File: src/tmr8_pkg.sv
// Purpose: Shared constants and types of the 8-bit timer with one compare channel
// Assumes: 32-bit AXI4-Lite register access, byte addresses
// Notes: Register layout and offsets are fixed here only
package tmr8_pkg;
  // Register byte addresses
  localparam logic [7:0] TMR8_CTRL_ADDR = 8'h00;
  localparam logic [7:0] TMR8_COUNT_ADDR = 8'h04;
  localparam logic [7:0] TMR8_COMPARE_ADDR = 8'h08;
  localparam logic [7:0] TMR8_FLAG_ADDR = 8'h0C;
  localparam logic [7:0] TMR8_MASK_ADDR = 8'h10;
  // Field positions
  localparam int TMR8_FORCE_BIT = 7;
  localparam int TMR8_CMP_FLAG_BIT = 1;
  localparam int TMR8_OVF_FLAG_BIT = 0;
  // Counter landmarks
  localparam logic [7:0] TMR8_BOTTOM = 8'h00;
  localparam logic [7:0] TMR8_MAX = 8'hFF;
  localparam logic [7:0] TMR8_RESET_VAL = 8'h00;
  // Clock select codes
  localparam logic [2:0] TMR8_CS_STOP = 3'h0;
  localparam logic [2:0] TMR8_CS_EXT_FALL = 3'h6;
  localparam logic [2:0] TMR8_CS_EXT_RISE = 3'h7;
  // Compare output mode codes
  localparam logic [1:0] TMR8_COM_OFF = 2'h0;
  localparam logic [1:0] TMR8_COM_TOGGLE = 2'h1;
  localparam logic [1:0] TMR8_COM_CLEAR = 2'h2;
  localparam logic [1:0] TMR8_COM_SET = 2'h3;
  // Bus responses
  localparam logic [1:0] TMR8_RESP_OKAY = 2'h0;
  localparam logic [1:0] TMR8_RESP_SLVERR = 2'h2;
  // Prescaler width
  localparam int TMR8_PRE_W = 10;
  // Waveform generation modes, in code order
  typedef enum logic [1:0] {
    TMR8_WGM_NORMAL,
    TMR8_WGM_PHASE_PWM,
    TMR8_WGM_CTC,
    TMR8_WGM_FAST_PWM
  } tmr8_wgm_t;
  // Control register image
  typedef struct packed {
    logic [1:0] compare_output_mode;
    tmr8_wgm_t waveform_mode;
    logic [2:0] clock_select;
  } tmr8_ctrl_t;
  localparam tmr8_ctrl_t TMR8_CTRL_RESET = '{TMR8_COM_OFF, TMR8_WGM_NORMAL, TMR8_CS_STOP};
endpackage : tmr8_pkg

File: src/tmr8_timer.sv
// Purpose: 8-bit timer/counter with one output compare channel behind AXI4-Lite
// Assumes: One clock; external count input is asynchronous
// Notes: Interrupt requests are qualified by the processor global enable
//
// The implementer's own choices: the AXI4-Lite interface to the registers and the register offsets.
`timescale 1ns/100ps
`default_nettype none
module tmr8_timer
  import tmr8_pkg::*;
#(
  parameter int ADDR_W = 8
) (
  input wire logic clk_i,
  input wire logic nrst_i,
  input wire logic [ADDR_W-1:0] s_axi_awaddr,
  input wire logic s_axi_awvalid,
  output logic s_axi_awready,
  input wire logic [31:0] s_axi_wdata,
  input wire logic [3:0] s_axi_wstrb,
  input wire logic s_axi_wvalid,
  output logic s_axi_wready,
  output logic [1:0] s_axi_bresp,
  output logic s_axi_bvalid,
  input wire logic s_axi_bready,
  input wire logic [ADDR_W-1:0] s_axi_araddr,
  input wire logic s_axi_arvalid,
  output logic s_axi_arready,
  output logic [31:0] s_axi_rdata,
  output logic [1:0] s_axi_rresp,
  output logic s_axi_rvalid,
  input wire logic s_axi_rready,
  input wire logic external_count_input_i,
  input wire logic global_irq_enable_i,
  input wire logic compare_irq_ack_i,
  input wire logic overflow_irq_ack_i,
  output logic compare_output_o,
  output logic compare_output_en_o,
  output logic compare_irq_o,
  output logic overflow_irq_o
);

  ////////////////////////////////////////////////////////////////////////////
  // Declarations
  tmr8_ctrl_t ctrl_ff;
  logic [7:0] count_value_ff;
  logic [7:0] nxt_count_value;
  logic [7:0] compare_value_ff;
  logic [7:0] compare_buffer_ff;
  logic compare_flag_ff;
  logic overflow_flag_ff;
  logic compare_irq_enable_ff;
  logic overflow_irq_enable_ff;
  logic count_down_ff;
  logic nxt_count_down;
  logic block_ff;
  logic oc_ff;
  logic [TMR8_PRE_W-1:0] pre_ff;
  logic [2:0] ext_sync_ff;
  logic aw_held_ff;
  logic w_held_ff;
  logic [ADDR_W-1:0] awaddr_ff;
  logic [31:0] wdata_ff;
  logic [3:0] wstrb_ff;
  logic bvalid_ff;
  logic [1:0] bresp_ff;
  logic rvalid_ff;
  logic [31:0] rdata_ff;
  logic [1:0] rresp_ff;
  logic wr_go;
  logic wr_lane;
  logic wr_ctrl;
  logic wr_count;
  logic wr_compare;
  logic wr_flag;
  logic wr_mask;
  logic force_go;
  logic timer_tick;
  logic ext_rise;
  logic ext_fall;
  logic pwm_mode;
  logic at_bottom;
  logic at_max;
  logic [7:0] top_value;
  logic match;
  logic cmp_event;
  logic tov_set;
  logic buf_load;
  tmr8_ctrl_t wr_ctrl_img;

  // Register decode, shared by read and write paths
  function automatic logic addr_is(input logic [ADDR_W-1:0] a, input logic [7:0] off);
    addr_is = (a == off[ADDR_W-1:0]);
  endfunction : addr_is

  // Prescaler tap: true on the last count of a divide-by period
  function automatic logic pre_tap(input logic [2:0] cs, input logic [TMR8_PRE_W-1:0] p);
    case (cs)
      3'h1: pre_tap = 1'b1;
      3'h2: pre_tap = (p[2:0] == 3'h7);
      3'h3: pre_tap = (p[5:0] == 6'h3F);
      3'h4: pre_tap = (p[7:0] == 8'hFF);
      3'h5: pre_tap = (p == 10'h3FF);
      default: pre_tap = 1'b0;
    endcase
  endfunction : pre_tap

  // PWM mode decode, for the live and for the written mode
  function automatic logic is_pwm(input tmr8_wgm_t w);
    is_pwm = (w == TMR8_WGM_PHASE_PWM) || (w == TMR8_WGM_FAST_PWM);
  endfunction : is_pwm

  ////////////////////////////////////////////////////////////////////////////
  // AXI4-Lite write channel
  assign s_axi_awready = !aw_held_ff && !bvalid_ff;
  assign s_axi_wready = !w_held_ff && !bvalid_ff;
  assign wr_go = aw_held_ff && w_held_ff && !bvalid_ff;
  assign wr_lane = wr_go && wstrb_ff[0];
  assign wr_ctrl = wr_lane && addr_is(awaddr_ff, TMR8_CTRL_ADDR);
  assign wr_count = wr_lane && addr_is(awaddr_ff, TMR8_COUNT_ADDR);
  assign wr_compare = wr_lane && addr_is(awaddr_ff, TMR8_COMPARE_ADDR);
  assign wr_flag = wr_lane && addr_is(awaddr_ff, TMR8_FLAG_ADDR);
  assign wr_mask = wr_lane && addr_is(awaddr_ff, TMR8_MASK_ADDR);
  assign s_axi_bvalid = bvalid_ff;
  assign s_axi_bresp = bresp_ff;

  // Address and data latch independently, response after both
  always_ff @(posedge clk_i or negedge nrst_i) begin
    if (!nrst_i) begin
      aw_held_ff <= 1'b0;
      w_held_ff <= 1'b0;
      awaddr_ff <= '0;
      wdata_ff <= 32'h0000_0000;
      wstrb_ff <= 4'h0;
      bvalid_ff <= 1'b0;
      bresp_ff <= TMR8_RESP_OKAY;
    end else begin
      if (s_axi_awvalid && s_axi_awready) begin
        aw_held_ff <= 1'b1;
        awaddr_ff <= s_axi_awaddr;
      end
      if (s_axi_wvalid && s_axi_wready) begin
        w_held_ff <= 1'b1;
        wdata_ff <= s_axi_wdata;
        wstrb_ff <= s_axi_wstrb;
      end
      if (wr_go) begin
        aw_held_ff <= 1'b0;
        w_held_ff <= 1'b0;
        bvalid_ff <= 1'b1;
        bresp_ff <= (wr_ctrl || wr_count || wr_compare || wr_flag || wr_mask || !wstrb_ff[0]) &&
                    (addr_is(awaddr_ff, TMR8_CTRL_ADDR) || addr_is(awaddr_ff, TMR8_COUNT_ADDR) ||
                     addr_is(awaddr_ff, TMR8_COMPARE_ADDR) || addr_is(awaddr_ff, TMR8_FLAG_ADDR) ||
                     addr_is(awaddr_ff, TMR8_MASK_ADDR)) ? TMR8_RESP_OKAY : TMR8_RESP_SLVERR;
      end else if (bvalid_ff && s_axi_bready) begin
        bvalid_ff <= 1'b0;
      end
    end
  end

  ////////////////////////////////////////////////////////////////////////////
  // AXI4-Lite read channel
  assign s_axi_arready = !rvalid_ff;
  assign s_axi_rvalid = rvalid_ff;
  assign s_axi_rdata = rdata_ff;
  assign s_axi_rresp = rresp_ff;

  // Read mux; compare reads show the buffer in PWM modes
  always_ff @(posedge clk_i or negedge nrst_i) begin
    if (!nrst_i) begin
      rvalid_ff <= 1'b0;
      rdata_ff <= 32'h0000_0000;
      rresp_ff <= TMR8_RESP_OKAY;
    end else if (s_axi_arvalid && s_axi_arready) begin
      rvalid_ff <= 1'b1;
      rresp_ff <= TMR8_RESP_OKAY;
      if (addr_is(s_axi_araddr, TMR8_CTRL_ADDR)) begin
        rdata_ff <= {25'h0, ctrl_ff};
      end else if (addr_is(s_axi_araddr, TMR8_COUNT_ADDR)) begin
        rdata_ff <= {24'h0, count_value_ff};
      end else if (addr_is(s_axi_araddr, TMR8_COMPARE_ADDR)) begin
        rdata_ff <= {24'h0, pwm_mode ? compare_buffer_ff : compare_value_ff};
      end else if (addr_is(s_axi_araddr, TMR8_FLAG_ADDR)) begin
        rdata_ff <= {30'h0, compare_flag_ff, overflow_flag_ff};
      end else if (addr_is(s_axi_araddr, TMR8_MASK_ADDR)) begin
        rdata_ff <= {30'h0, compare_irq_enable_ff, overflow_irq_enable_ff};
      end else begin
        rdata_ff <= 32'h0000_0000;
        rresp_ff <= TMR8_RESP_SLVERR;
      end
    end else if (rvalid_ff && s_axi_rready) begin
      rvalid_ff <= 1'b0;
    end
  end

  ////////////////////////////////////////////////////////////////////////////
  // Control and mask registers
  // Force strobe acts with the mode bits written alongside it
  assign wr_ctrl_img = tmr8_ctrl_t'(wdata_ff[6:0]);
  assign force_go = wr_ctrl && wdata_ff[TMR8_FORCE_BIT] && !is_pwm(wr_ctrl_img.waveform_mode);

  // Control changes apply at once, including output mode
  always_ff @(posedge clk_i or negedge nrst_i) begin
    if (!nrst_i) begin
      ctrl_ff <= TMR8_CTRL_RESET;
      compare_irq_enable_ff <= 1'b0;
      overflow_irq_enable_ff <= 1'b0;
    end else begin
      if (wr_ctrl) begin
        ctrl_ff <= wr_ctrl_img;
      end
      if (wr_mask) begin
        compare_irq_enable_ff <= wdata_ff[TMR8_CMP_FLAG_BIT];
        overflow_irq_enable_ff <= wdata_ff[TMR8_OVF_FLAG_BIT];
      end
    end
  end

  ////////////////////////////////////////////////////////////////////////////
  // Clock select: prescaler and external input
  assign ext_rise = ext_sync_ff[1] && !ext_sync_ff[2];
  assign ext_fall = !ext_sync_ff[1] && ext_sync_ff[2];

  // Three-stage sync of the count pin, edges from stages two and three
  always_ff @(posedge clk_i or negedge nrst_i) begin
    if (!nrst_i) begin
      ext_sync_ff <= 3'h0;
    end else begin
      ext_sync_ff <= {ext_sync_ff[1:0], external_count_input_i};
    end
  end

  // Free-running prescaler, held while stopped
  always_ff @(posedge clk_i or negedge nrst_i) begin
    if (!nrst_i) begin
      pre_ff <= '0;
    end else if (ctrl_ff.clock_select != TMR8_CS_STOP) begin
      pre_ff <= pre_ff + 1'b1;
    end
  end

  // Timer clock enable pulse
  always_comb begin
    case (ctrl_ff.clock_select)
      TMR8_CS_STOP: timer_tick = 1'b0;
      TMR8_CS_EXT_FALL: timer_tick = ext_fall;
      TMR8_CS_EXT_RISE: timer_tick = ext_rise;
      default: timer_tick = pre_tap(ctrl_ff.clock_select, pre_ff);
    endcase
  end

  ////////////////////////////////////////////////////////////////////////////
  // Counter unit
  assign pwm_mode = is_pwm(ctrl_ff.waveform_mode);
  assign at_bottom = (count_value_ff == TMR8_BOTTOM);
  assign at_max = (count_value_ff == TMR8_MAX);
  assign top_value = (ctrl_ff.waveform_mode == TMR8_WGM_CTC) ? compare_value_ff : TMR8_MAX;
  assign match = (count_value_ff == compare_value_ff);
  assign cmp_event = timer_tick && match && !block_ff;

  // Next count, direction and overflow per waveform mode
  always_comb begin
    nxt_count_value = count_value_ff;
    nxt_count_down = count_down_ff;
    tov_set = 1'b0;
    if (timer_tick) begin
      case (ctrl_ff.waveform_mode)
        TMR8_WGM_NORMAL: begin
          nxt_count_value = count_value_ff + 8'h01;
          tov_set = at_max;
          nxt_count_down = 1'b0;
        end
        TMR8_WGM_CTC: begin
          nxt_count_value = (count_value_ff == top_value) ? TMR8_BOTTOM : count_value_ff + 8'h01;
          tov_set = at_max;
          nxt_count_down = 1'b0;
        end
        TMR8_WGM_FAST_PWM: begin
          nxt_count_value = at_max ? TMR8_BOTTOM : count_value_ff + 8'h01;
          tov_set = (count_value_ff == TMR8_MAX - 8'h01);
          nxt_count_down = 1'b0;
        end
        TMR8_WGM_PHASE_PWM: begin
          if (!count_down_ff) begin
            nxt_count_down = at_max;
            nxt_count_value = at_max ? count_value_ff - 8'h01 : count_value_ff + 8'h01;
          end else begin
            nxt_count_down = !at_bottom;
            nxt_count_value = at_bottom ? count_value_ff + 8'h01 : count_value_ff - 8'h01;
            tov_set = at_bottom;
          end
        end
        default: nxt_count_value = count_value_ff;
      endcase
    end
  end

  // Counter register: processor write has priority
  always_ff @(posedge clk_i or negedge nrst_i) begin
    if (!nrst_i) begin
      count_value_ff <= TMR8_RESET_VAL;
      count_down_ff <= 1'b0;
    end else begin
      count_down_ff <= nxt_count_down;
      if (wr_count) begin
        count_value_ff <= wdata_ff[7:0];
      end else begin
        count_value_ff <= nxt_count_value;
      end
    end
  end

  // Match block armed by counter writes until the next tick
  always_ff @(posedge clk_i or negedge nrst_i) begin
    if (!nrst_i) begin
      block_ff <= 1'b0;
    end else if (wr_count) begin
      block_ff <= 1'b1;
    end else if (timer_tick) begin
      block_ff <= 1'b0;
    end
  end

  ////////////////////////////////////////////////////////////////////////////
  // Compare register and its buffer
  assign buf_load = pwm_mode && timer_tick && at_max;

  // Direct update outside PWM, TOP-synchronised load inside
  always_ff @(posedge clk_i or negedge nrst_i) begin
    if (!nrst_i) begin
      compare_value_ff <= TMR8_RESET_VAL;
      compare_buffer_ff <= TMR8_RESET_VAL;
    end else begin
      if (wr_compare) begin
        compare_buffer_ff <= wdata_ff[7:0];
      end
      if (wr_compare && !pwm_mode) begin
        compare_value_ff <= wdata_ff[7:0];
      end else if (buf_load) begin
        compare_value_ff <= compare_buffer_ff;
      end
    end
  end

  ////////////////////////////////////////////////////////////////////////////
  // Flags; a set in the clearing cycle wins
  always_ff @(posedge clk_i or negedge nrst_i) begin
    if (!nrst_i) begin
      compare_flag_ff <= 1'b0;
      overflow_flag_ff <= 1'b0;
    end else begin
      if (cmp_event) begin
        compare_flag_ff <= 1'b1;
      end else if (compare_irq_ack_i || (wr_flag && wdata_ff[TMR8_CMP_FLAG_BIT])) begin
        compare_flag_ff <= 1'b0;
      end
      if (tov_set) begin
        overflow_flag_ff <= 1'b1;
      end else if (overflow_irq_ack_i || (wr_flag && wdata_ff[TMR8_OVF_FLAG_BIT])) begin
        overflow_flag_ff <= 1'b0;
      end
    end
  end

  // Interrupt requests
  assign compare_irq_o = compare_flag_ff && compare_irq_enable_ff && global_irq_enable_i;
  assign overflow_irq_o = overflow_flag_ff && overflow_irq_enable_ff && global_irq_enable_i;

  ////////////////////////////////////////////////////////////////////////////
  // Waveform generator; state survives mode changes
  always_ff @(posedge clk_i or negedge nrst_i) begin
    if (!nrst_i) begin
      oc_ff <= 1'b0;
    end else if (force_go || (cmp_event && !pwm_mode)) begin
      case (force_go ? wr_ctrl_img.compare_output_mode : ctrl_ff.compare_output_mode)
        TMR8_COM_TOGGLE: oc_ff <= !oc_ff;
        TMR8_COM_CLEAR: oc_ff <= 1'b0;
        TMR8_COM_SET: oc_ff <= 1'b1;
        default: oc_ff <= oc_ff;
      endcase
    end else if (ctrl_ff.compare_output_mode[1] && pwm_mode) begin
      if (cmp_event) begin
        // Fast: match clears (non-inverted); phase: up clears, down sets
        oc_ff <= ctrl_ff.compare_output_mode[0] ^
                 ((ctrl_ff.waveform_mode == TMR8_WGM_PHASE_PWM) && count_down_ff);
      end else if (timer_tick && at_max && ctrl_ff.waveform_mode == TMR8_WGM_FAST_PWM) begin
        oc_ff <= !ctrl_ff.compare_output_mode[0];
      end
    end
  end

  assign compare_output_o = oc_ff;
  assign compare_output_en_o = (ctrl_ff.compare_output_mode != TMR8_COM_OFF);

  ////////////////////////////////////////////////////////////////////////////
  // Assertions
  property p_stop_holds;
    @(posedge clk_i) disable iff (!nrst_i)
    (ctrl_ff.clock_select == TMR8_CS_STOP) && !wr_count |=> $stable(count_value_ff);
  endproperty
  a_stop_holds: assert property (p_stop_holds) else $error("counter moved while stopped");

  property p_write_wins;
    @(posedge clk_i) disable iff (!nrst_i)
    wr_count |=> count_value_ff == $past(wdata_ff[7:0]);
  endproperty
  a_write_wins: assert property (p_write_wins) else $error("counter write lost");

  property p_normal_wrap;
    @(posedge clk_i) disable iff (!nrst_i)
    timer_tick && at_max && !wr_count && ctrl_ff.waveform_mode == TMR8_WGM_NORMAL
      |=> count_value_ff == TMR8_BOTTOM && overflow_flag_ff;
  endproperty
  a_normal_wrap: assert property (p_normal_wrap) else $error("normal wrap or overflow wrong");

  property p_ctc_clear;
    @(posedge clk_i) disable iff (!nrst_i)
    timer_tick && match && !wr_count && ctrl_ff.waveform_mode == TMR8_WGM_CTC |=> count_value_ff == TMR8_BOTTOM;
  endproperty
  a_ctc_clear: assert property (p_ctc_clear) else $error("clear on match missed");

  property p_block;
    @(posedge clk_i) disable iff (!nrst_i)
    block_ff && timer_tick && match && !wr_count && !compare_flag_ff |=> !compare_flag_ff;
  endproperty
  a_block: assert property (p_block) else $error("match after counter write not blocked");

  property p_flag_set;
    @(posedge clk_i) disable iff (!nrst_i)
    cmp_event |=> compare_flag_ff;
  endproperty
  a_flag_set: assert property (p_flag_set) else $error("compare flag not set");

  property p_irq;
    @(posedge clk_i) disable iff (!nrst_i)
    compare_irq_o |-> compare_flag_ff && compare_irq_enable_ff && global_irq_enable_i;
  endproperty
  a_irq: assert property (p_irq) else $error("compare irq without cause");

  property p_flag_clear;
    @(posedge clk_i) disable iff (!nrst_i)
    compare_irq_ack_i && !cmp_event |=> !compare_flag_ff;
  endproperty
  a_flag_clear: assert property (p_flag_clear) else $error("compare flag not cleared");

  property p_force_no_flag;
    @(posedge clk_i) disable iff (!nrst_i)
    force_go && !cmp_event && !compare_flag_ff && wr_ctrl_img.compare_output_mode == TMR8_COM_TOGGLE
      |=> !compare_flag_ff && oc_ff != $past(oc_ff);
  endproperty
  a_force_no_flag: assert property (p_force_no_flag) else $error("force strobe misbehaved");

  property p_buffered;
    @(posedge clk_i) disable iff (!nrst_i)
    pwm_mode && !buf_load |=> $stable(compare_value_ff);
  endproperty
  a_buffered: assert property (p_buffered) else $error("active compare changed off TOP");

  c_ctc_match: cover property (@(posedge clk_i) disable iff (!nrst_i)
    cmp_event && ctrl_ff.waveform_mode == TMR8_WGM_CTC);
  c_phase_turn: cover property (@(posedge clk_i) disable iff (!nrst_i)
    tov_set && ctrl_ff.waveform_mode == TMR8_WGM_PHASE_PWM);
  c_buf_load: cover property (@(posedge clk_i) disable iff (!nrst_i) buf_load);

endmodule : tmr8_timer
`default_nettype wire

File: config.mk
export PLATFORM = sky130hd
export DESIGN_NAME = tmr8_timer
export DESIGN_NICKNAME = d
export VERILOG_FILES = /design/src/tmr8_pkg.sv /design/src/tmr8_timer.sv
export SDC_FILE = /design/constraint.sdc
export NUM_CORES = 1
export LEC_CHECK = 0
export ABC_AREA = 1
export ABC_CLOCK_PERIOD_IN_PS = 5800
export BUFFER_PORTS_ARGS = -buffer_cell sky130_fd_sc_hd__buf_2
export CORE_ASPECT_RATIO = 1.5
export CORE_UTILIZATION = 40
export CTS_BUF_LIST = sky130_fd_sc_hd__clkbuf_8
export DETAILED_ROUTE_END_ITERATION = 8
export HOLD_SLACK_MARGIN = 0.03
export SETUP_SLACK_MARGIN = 0.2
export SLEW_MARGIN = 0
export SYNTH_ARGS = -nofsm -noshare
export SYNTH_HDL_FRONTEND = slang
export SYNTH_SLANG_ARGS = --single-unit
File: constraint.sdc
create_clock -name clk_i -period 5.8 [get_ports clk_i]
set_input_delay 1.16 -clock clk_i [delete_from_list [all_inputs] [get_ports clk_i]]
set_output_delay 1.16 -clock clk_i [all_outputs]
set_load 0.02 [all_outputs]
; ---- Yosys cells after proc, flatten, opt, wreduce, memory -nomap -nowiden
; Cells that the tools add are included.
[totals]
mem_bits_ro = 0
inputBits = 63
word_cells = 194
memories = 0
latchBits = 0
mem_bits_rw = 0
regBits = 108
[op_classes]
n_mul = 0
n_eq_ne = 32
shift = 0
div = 0
magnitude_cmp = 0
n_mux = 50
bitwise_logic = 1
addsub = 3
reduce_logical = 83
[op_table]
columns = cell, n
row1 = 8-bit 2-to-1 mux, 14
row2 = 1-bit logical AND, 36
row3 = 8-bit by 4-bit equality test with 1-bit output (second input constant), 4
row4 = 8-bit one-hot mux with 4 select lines, 1
row5 = 8-bit equality test (second input constant), 3
row6 = 8-bit zero test, 3
row7 = 1-bit 2-to-1 mux, 21
row8 = 2-bit nonzero test, 10
row9 = 2-bit 2-to-1 mux, 9
row10 = 8-bit by 3-bit equality test with 1-bit output (second input constant), 2
row11 = 8-bit by 5-bit equality test with 1-bit output (second input constant), 2
row12 = 8-bit equality test, 2
row13 = 3-bit equality test (second input constant), 5
row14 = 1-bit logical OR, 14
row15 = 1-bit zero test, 13
row16 = 10-bit by 1-bit adder with 10-bit output (second input constant), 1
row17 = 10-bit equality test (second input constant), 1
row18 = 2-bit equality test (second input constant), 5
row19 = 1-bit one-hot mux with 3 select lines, 3
row20 = 8-bit by 1-bit adder with 8-bit output (second input constant), 1
row21 = 8-bit by 1-bit subtractor with 8-bit output (second input constant), 1
row22 = 2-bit by 1-bit equality test with 1-bit output (second input constant), 3
row23 = 3-bit by 2-bit equality test with 1-bit output (second input constant), 2
row24 = 6-bit equality test (second input constant), 1
row25 = other kinds (11), 12

; ---- Logic depth before layout (Yosys ltp)
[depth]
word_depth = 11
ltp_mapped = 15

; ---- Worst setup path before layout
; Ideal clock, no wire load.
[synth_timing]
path_type = input port to output port
startpoint = in global_irq_enable_i
endpoint = out compare_irq_o
n_path_buf = 0
setup_slack_ps = 3155
cell_stages = 2
arrival_ps = 1485
cell_sequence = inv_1 nor2_1
[synth_between]
elab_chain_len = 1
[synth_rtl]
columns = item, line_no
row1 = from (decl), tmr8_timer.sv:33  ; input wire logic global_irq_enable_i,
row2 = 1-bit logical AND, tmr8_timer.sv:365  ; assign compare_irq_o = compare_flag_ff && compare_irq_enable_ff && global_irq_enable_i;
row3 = to (decl), tmr8_timer.sv:38  ; output logic compare_irq_o,
; Every way passes these cells.

; ---- Final worst setup path
[layout_timing]
startpoint = in global_irq_enable_i
endpoint = out overflow_irq_o
[layout_between]
elab_chain_len = 1
[layout_rtl]
columns = item, line_no
row1 = 1-bit logical AND, tmr8_timer.sv:366  ; assign overflow_irq_o = overflow_flag_ff && overflow_irq_enable_ff && global_irq_enable_i;
row2 = to (decl), tmr8_timer.sv:39  ; output logic overflow_irq_o
; Every way passes these cells.

==> out/results.txt <==
For the combined area of the multi-input logic cells, the log shows 2450 µm². Clock-pin slew was measured on the worst setup and hold paths at 0.08 ns. The critical path endpoint category is an output pin. The count of boundary I/O pins is 108, and the final weighted congestion of routability-driven global placement is 0.896. The slowest stage of the critical path is the buf_2 cell.

The total overflow left after global routing is 0. Entering global routing, the biggest net connects 83 pins. The final clock period utilization by the worst path works out to 0.463. The tree is rooted in a clkbuf_8. Dividing total power by cell area gives a power density of 340 nW/µm². For the portion of the post-synthesis area used by sequential elements, the log shows 0.411. The fraction of layout cells with a size suffix above 1 was 0.153. The maximum operating frequency was 372 MHz.

The total die area came out at 13000 µm². The startpoint identified for the worst register-to-register timing path is ctrl_ff[3]. STA classifies the critical path startpoint as an input port.

The initial core utilization is 0.414, and the fraction of registers with async set/reset is 1.00. The via count of the first global-routing pass was 4151; the top fanout value on the critical path was 2. Tracing the worst setup path back leads to its startpoint at global_irq_enable_i. Counting every sink on the clock net gives 82. After synthesis, the cell types taking the most area are dfrtp_1 41%, nand2_1 10%, nor2_1 6.0%.

The dominant register cell in the synthesized netlist was dfrtp_1. Cell area after technology mapping: 5000 µm². The largest family of logic cells by synthesized area was simple AND/OR/NAND/NOR gates. Relative contribution of combinational cells to total power: 0.332.

The logs give 0.208 for the overall fraction of global-route tracks in use and 0 for the antenna diode instance count. The tools report the post-route clock skew as 0.0253 ns. In this run, synthesis produced a sequential element count of 82. The number of gates resized after CTS was 0.

The logs give 745 µW for the net switching component of the power and 1.52 ns for the critical path arrival. Data on the critical path is required at its endpoint by 4.64 ns. In the final design database the tool counted 773 nets. The routed wire length per instance was 15.1 µm; the clock power share was 0.236.

TritonCTS built the clock tree. Compared with the post-synthesis result, the final layout area differs by 9.31%. The Yosys step of the flow raised 0 warnings. The logs give 0 for the buffers inserted during post-CTS setup optimization and 13000 µm for the final wirelength. In this run the worst hold path is classified as reg2reg. Max-cap violations in this run came to 0.

The number of clock buffers added by TritonCTS is 9. The tools report the share of power burned in registers as 0.432. The adder and majority gate portion of the synthesized area works out to 0.0175.

The run gives 9770 µm as the placed wire-length estimate after detailed placement. The simple-gate share of the synthesized area is 0.275. The finished layout holds 860 standard cells, fillers aside. The max-slew violation count was 0; the worst stage delay on the critical path was 0.17 ns. The final design utilization is 0.452, and the static power due to leakage is 0.00277 µW.

The number of hold buffers added after CTS was 0. The sum of negative setup slack was 0 ns; the count of vias placed by the detailed router was 4423. The critical path goes through buf_2 -> inv_1 -> nor2_1 -> buf_2. The critical path contains buffers and inverters numbering 3 combined. The net switching share of the total power came out at 0.401. The design draws 1860 µW. The fraction of synthesized cell area taken by the top area cell type is 0.411, and the relative slew slack is 0.288. The tools report the hold path startpoint as ext_sync_ff[0]. The number of setup violations in the final report was 0. The flow ran to the end, and the final reports show no timing, DRC or antenna violations. After detailed placement, the design holds a cell count of 845.

Number of nets with antenna violations after detailed routing: 0. Counting along the longest clock path gives a buffer depth of 2. In this run the vertical extent of the chip is 139 µm. Internal power comes to 1110 µW. The pre-antenna-repair detailed-routing pass consisted of 5 iterations.

The run gives 0 as the count of final hold-check violations. The most common cell in the synthesized netlist is nand2_1. Cell family with the largest share of critical-path delay: buffers and inverters. Worst ir drop on vdd: 232 µV. The worst-skew pair later-pin latency was 0.36 ns; the mux cell area share after synthesis was 0.0135. The most used cell along the critical path is buf_2. During placement, the flow inserted port buffers numbering 54. Registers take 2050 µm². The share of the synthesized netlist area taken by xor and xnor gates came out at 0.0351.

Setup repair after global routing left no endpoint under its margin. The first global-routing pass estimated 20800 µm of wire. Subtracting the final worst setup slack from the clock period gives 2.68 ns. The type of the worst setup path is in2out. The tools report the final-layout fill cell count as 1270. The count of different cell masters after synthesis came out at 44. The post-synthesis compound-gate area fraction is 0.130. The floorplan has 49 rows. The number of remaining DRC errors came out at 0. The violation count after the first detailed-route iteration was 218; the detail-routed via count per cell was 5.14.

Dividing the synthesized area by the synthesized cell count gives 7.62 µm². The clock tree synthesis step divided the H-tree into 3 levels. The count of flip-flops with a built-in enable after synthesis works out to 0.

The commonest cells after synthesis are 134 x nand2_1, 82 x dfrtp_1, 80 x nor2_1, 70 x inv_1, 54 x o21ai_0. The biggest area contributor in the post-synthesis netlist is dfrtp_1. The synthesized netlist cell count was 656; the die boundary width was 93.3 µm. The initial antenna violation count is 0, and the slew at the pin with the worst max-slew slack is 1.07 ns. The total area inside the core boundary comes to 12100 µm².
## kinds of logic (layout without fill, tap and decap cells)
| family | count (synthesis) | after routing |
|---|---|---|
| flops | 82 | 82 |
| fa+ha+maj | 7 | 7 |
| other cells | 1 | 26 |
| xor+xnor | 20 | 20 |
| buf+inv | 121 | 147 |
| simple gates | 303 | 303 |
| compound gates | 116 | 116 |
| mux | 6 | 6 |
## layer usage
layer / vias to the layer above / global-route usage / wire length (µm)
met2: 143 / 0.354 / 6520
met3: 35 / 0.0302 / 498
met1: 2071 / 0.247 / 5370
met5: - / 0 / 0
met4: 0 / 0.113 / 597
li1: 2174 / - / -
## path summary, 6_finish.rpt
kind / end / slack, ns / cells past startpoint
worst max-delay path: overflow_irq_o / 3.12 / 4
worst min-delay path: ext_sync_ff[1] / 0.36 / 0
worst max register to register: count_value_ff[6] / 3.46 / 10
worst min register to register: ext_sync_ff[1] / 0.36 / 0
max in group asynchronous: compare_value_ff[2] / 4.12 / 1
min in group asynchronous: compare_output_o / 0.96 / 1
## per-stage QoR
| stage | cell area, µm² | hold WS (ns) | setup WS [ns] |
|---|---|---|---|
| after floorplan | 5090 | 0.331 | 3.16 |
| after detailed placement | 5260 | 0.346 | 3.12 |
| after global routing | 5460 | 0.364 | 3.05 |
| after global placement | 5260 | 0.337 | 3.12 |
| final | 5460 | 0.359 | 3.12 |
| after CTS | 5460 | 0.365 | 3.12 |
## sequential cells by signal, indices dropped and copies added, names as in the netlist
register                count
overflow_flag_ff            1
s_axi_rresp                 1
s_axi_rdata                 8
overflow_irq_enable_ff      1
count_value_ff              8
pre_ff                     10
ctrl_ff                     7
aw_held_ff                  1
wdata_ff                    8
awaddr_ff                   8
ext_sync_ff                 3
compare_flag_ff             1
s_axi_bresp                 1
count_down_ff               1
block_ff                    1
s_axi_bvalid                1
compare_irq_enable_ff       1
s_axi_rvalid                1
wstrb_ff                    1
compare_value_ff            8
w_held_ff                   1
compare_output_o            1
compare_buffer_ff           8
## power groups by stage
stage / Combinational (µW) / Sequential, µW / Clock, µW
floorplan: 500 / 756 / 0
global placement: 601 / 805 / 0
detailed placement: 615 / 809 / 0
CTS: 617 / 799 / 449
global route: 692 / 816 / 467
finish: 617 / 803 / 439
## cells in the final DEF (no fill, tap or decap), types with 2 or more instances in the layout
| cell | count |
|---|---|
| nand2_1 | 134 |
| dfrtp_1 | 82 |
| nor2_1 | 80 |
| inv_1 | 73 |
| o21ai_0 | 54 |
| buf_2 | 53 |
| nand3_1 | 43 |
| a21oi_1 | 29 |
| conb_1 | 26 |
| xor2_1 | 18 |
| o22ai_1 | 14 |
| nand4_1 | 12 |
| clkbuf_8 | 9 |
| inv_2 | 7 |
| nand2_2 | 7 |
| ha_1 | 7 |
| nor2_2 | 6 |
| o21ai_1 | 6 |
| mux2_2 | 6 |
| o211ai_1 | 4 |
| nor2_4 | 3 |
| nand2_4 | 3 |
| nand3b_1 | 3 |
| nor3_1 | 3 |
| or2_2 | 2 |
| nand3_2 | 2 |
| xnor2_1 | 2 |
| o221ai_1 | 2 |
| bufinv_16 | 2 |
## final cells by class
class,count,area share
Timing Repair Buffer,54,0.0499
Clock buffer,9,0.0227
Multi-Input combinational cell,478,0.449
Sequential cell,82,0.376
Clock inverter,6,0.0140
Inverter,78,0.0541
Tap cell,153,0.0350
Note: power is estimated with default switching activity, not from simulation.
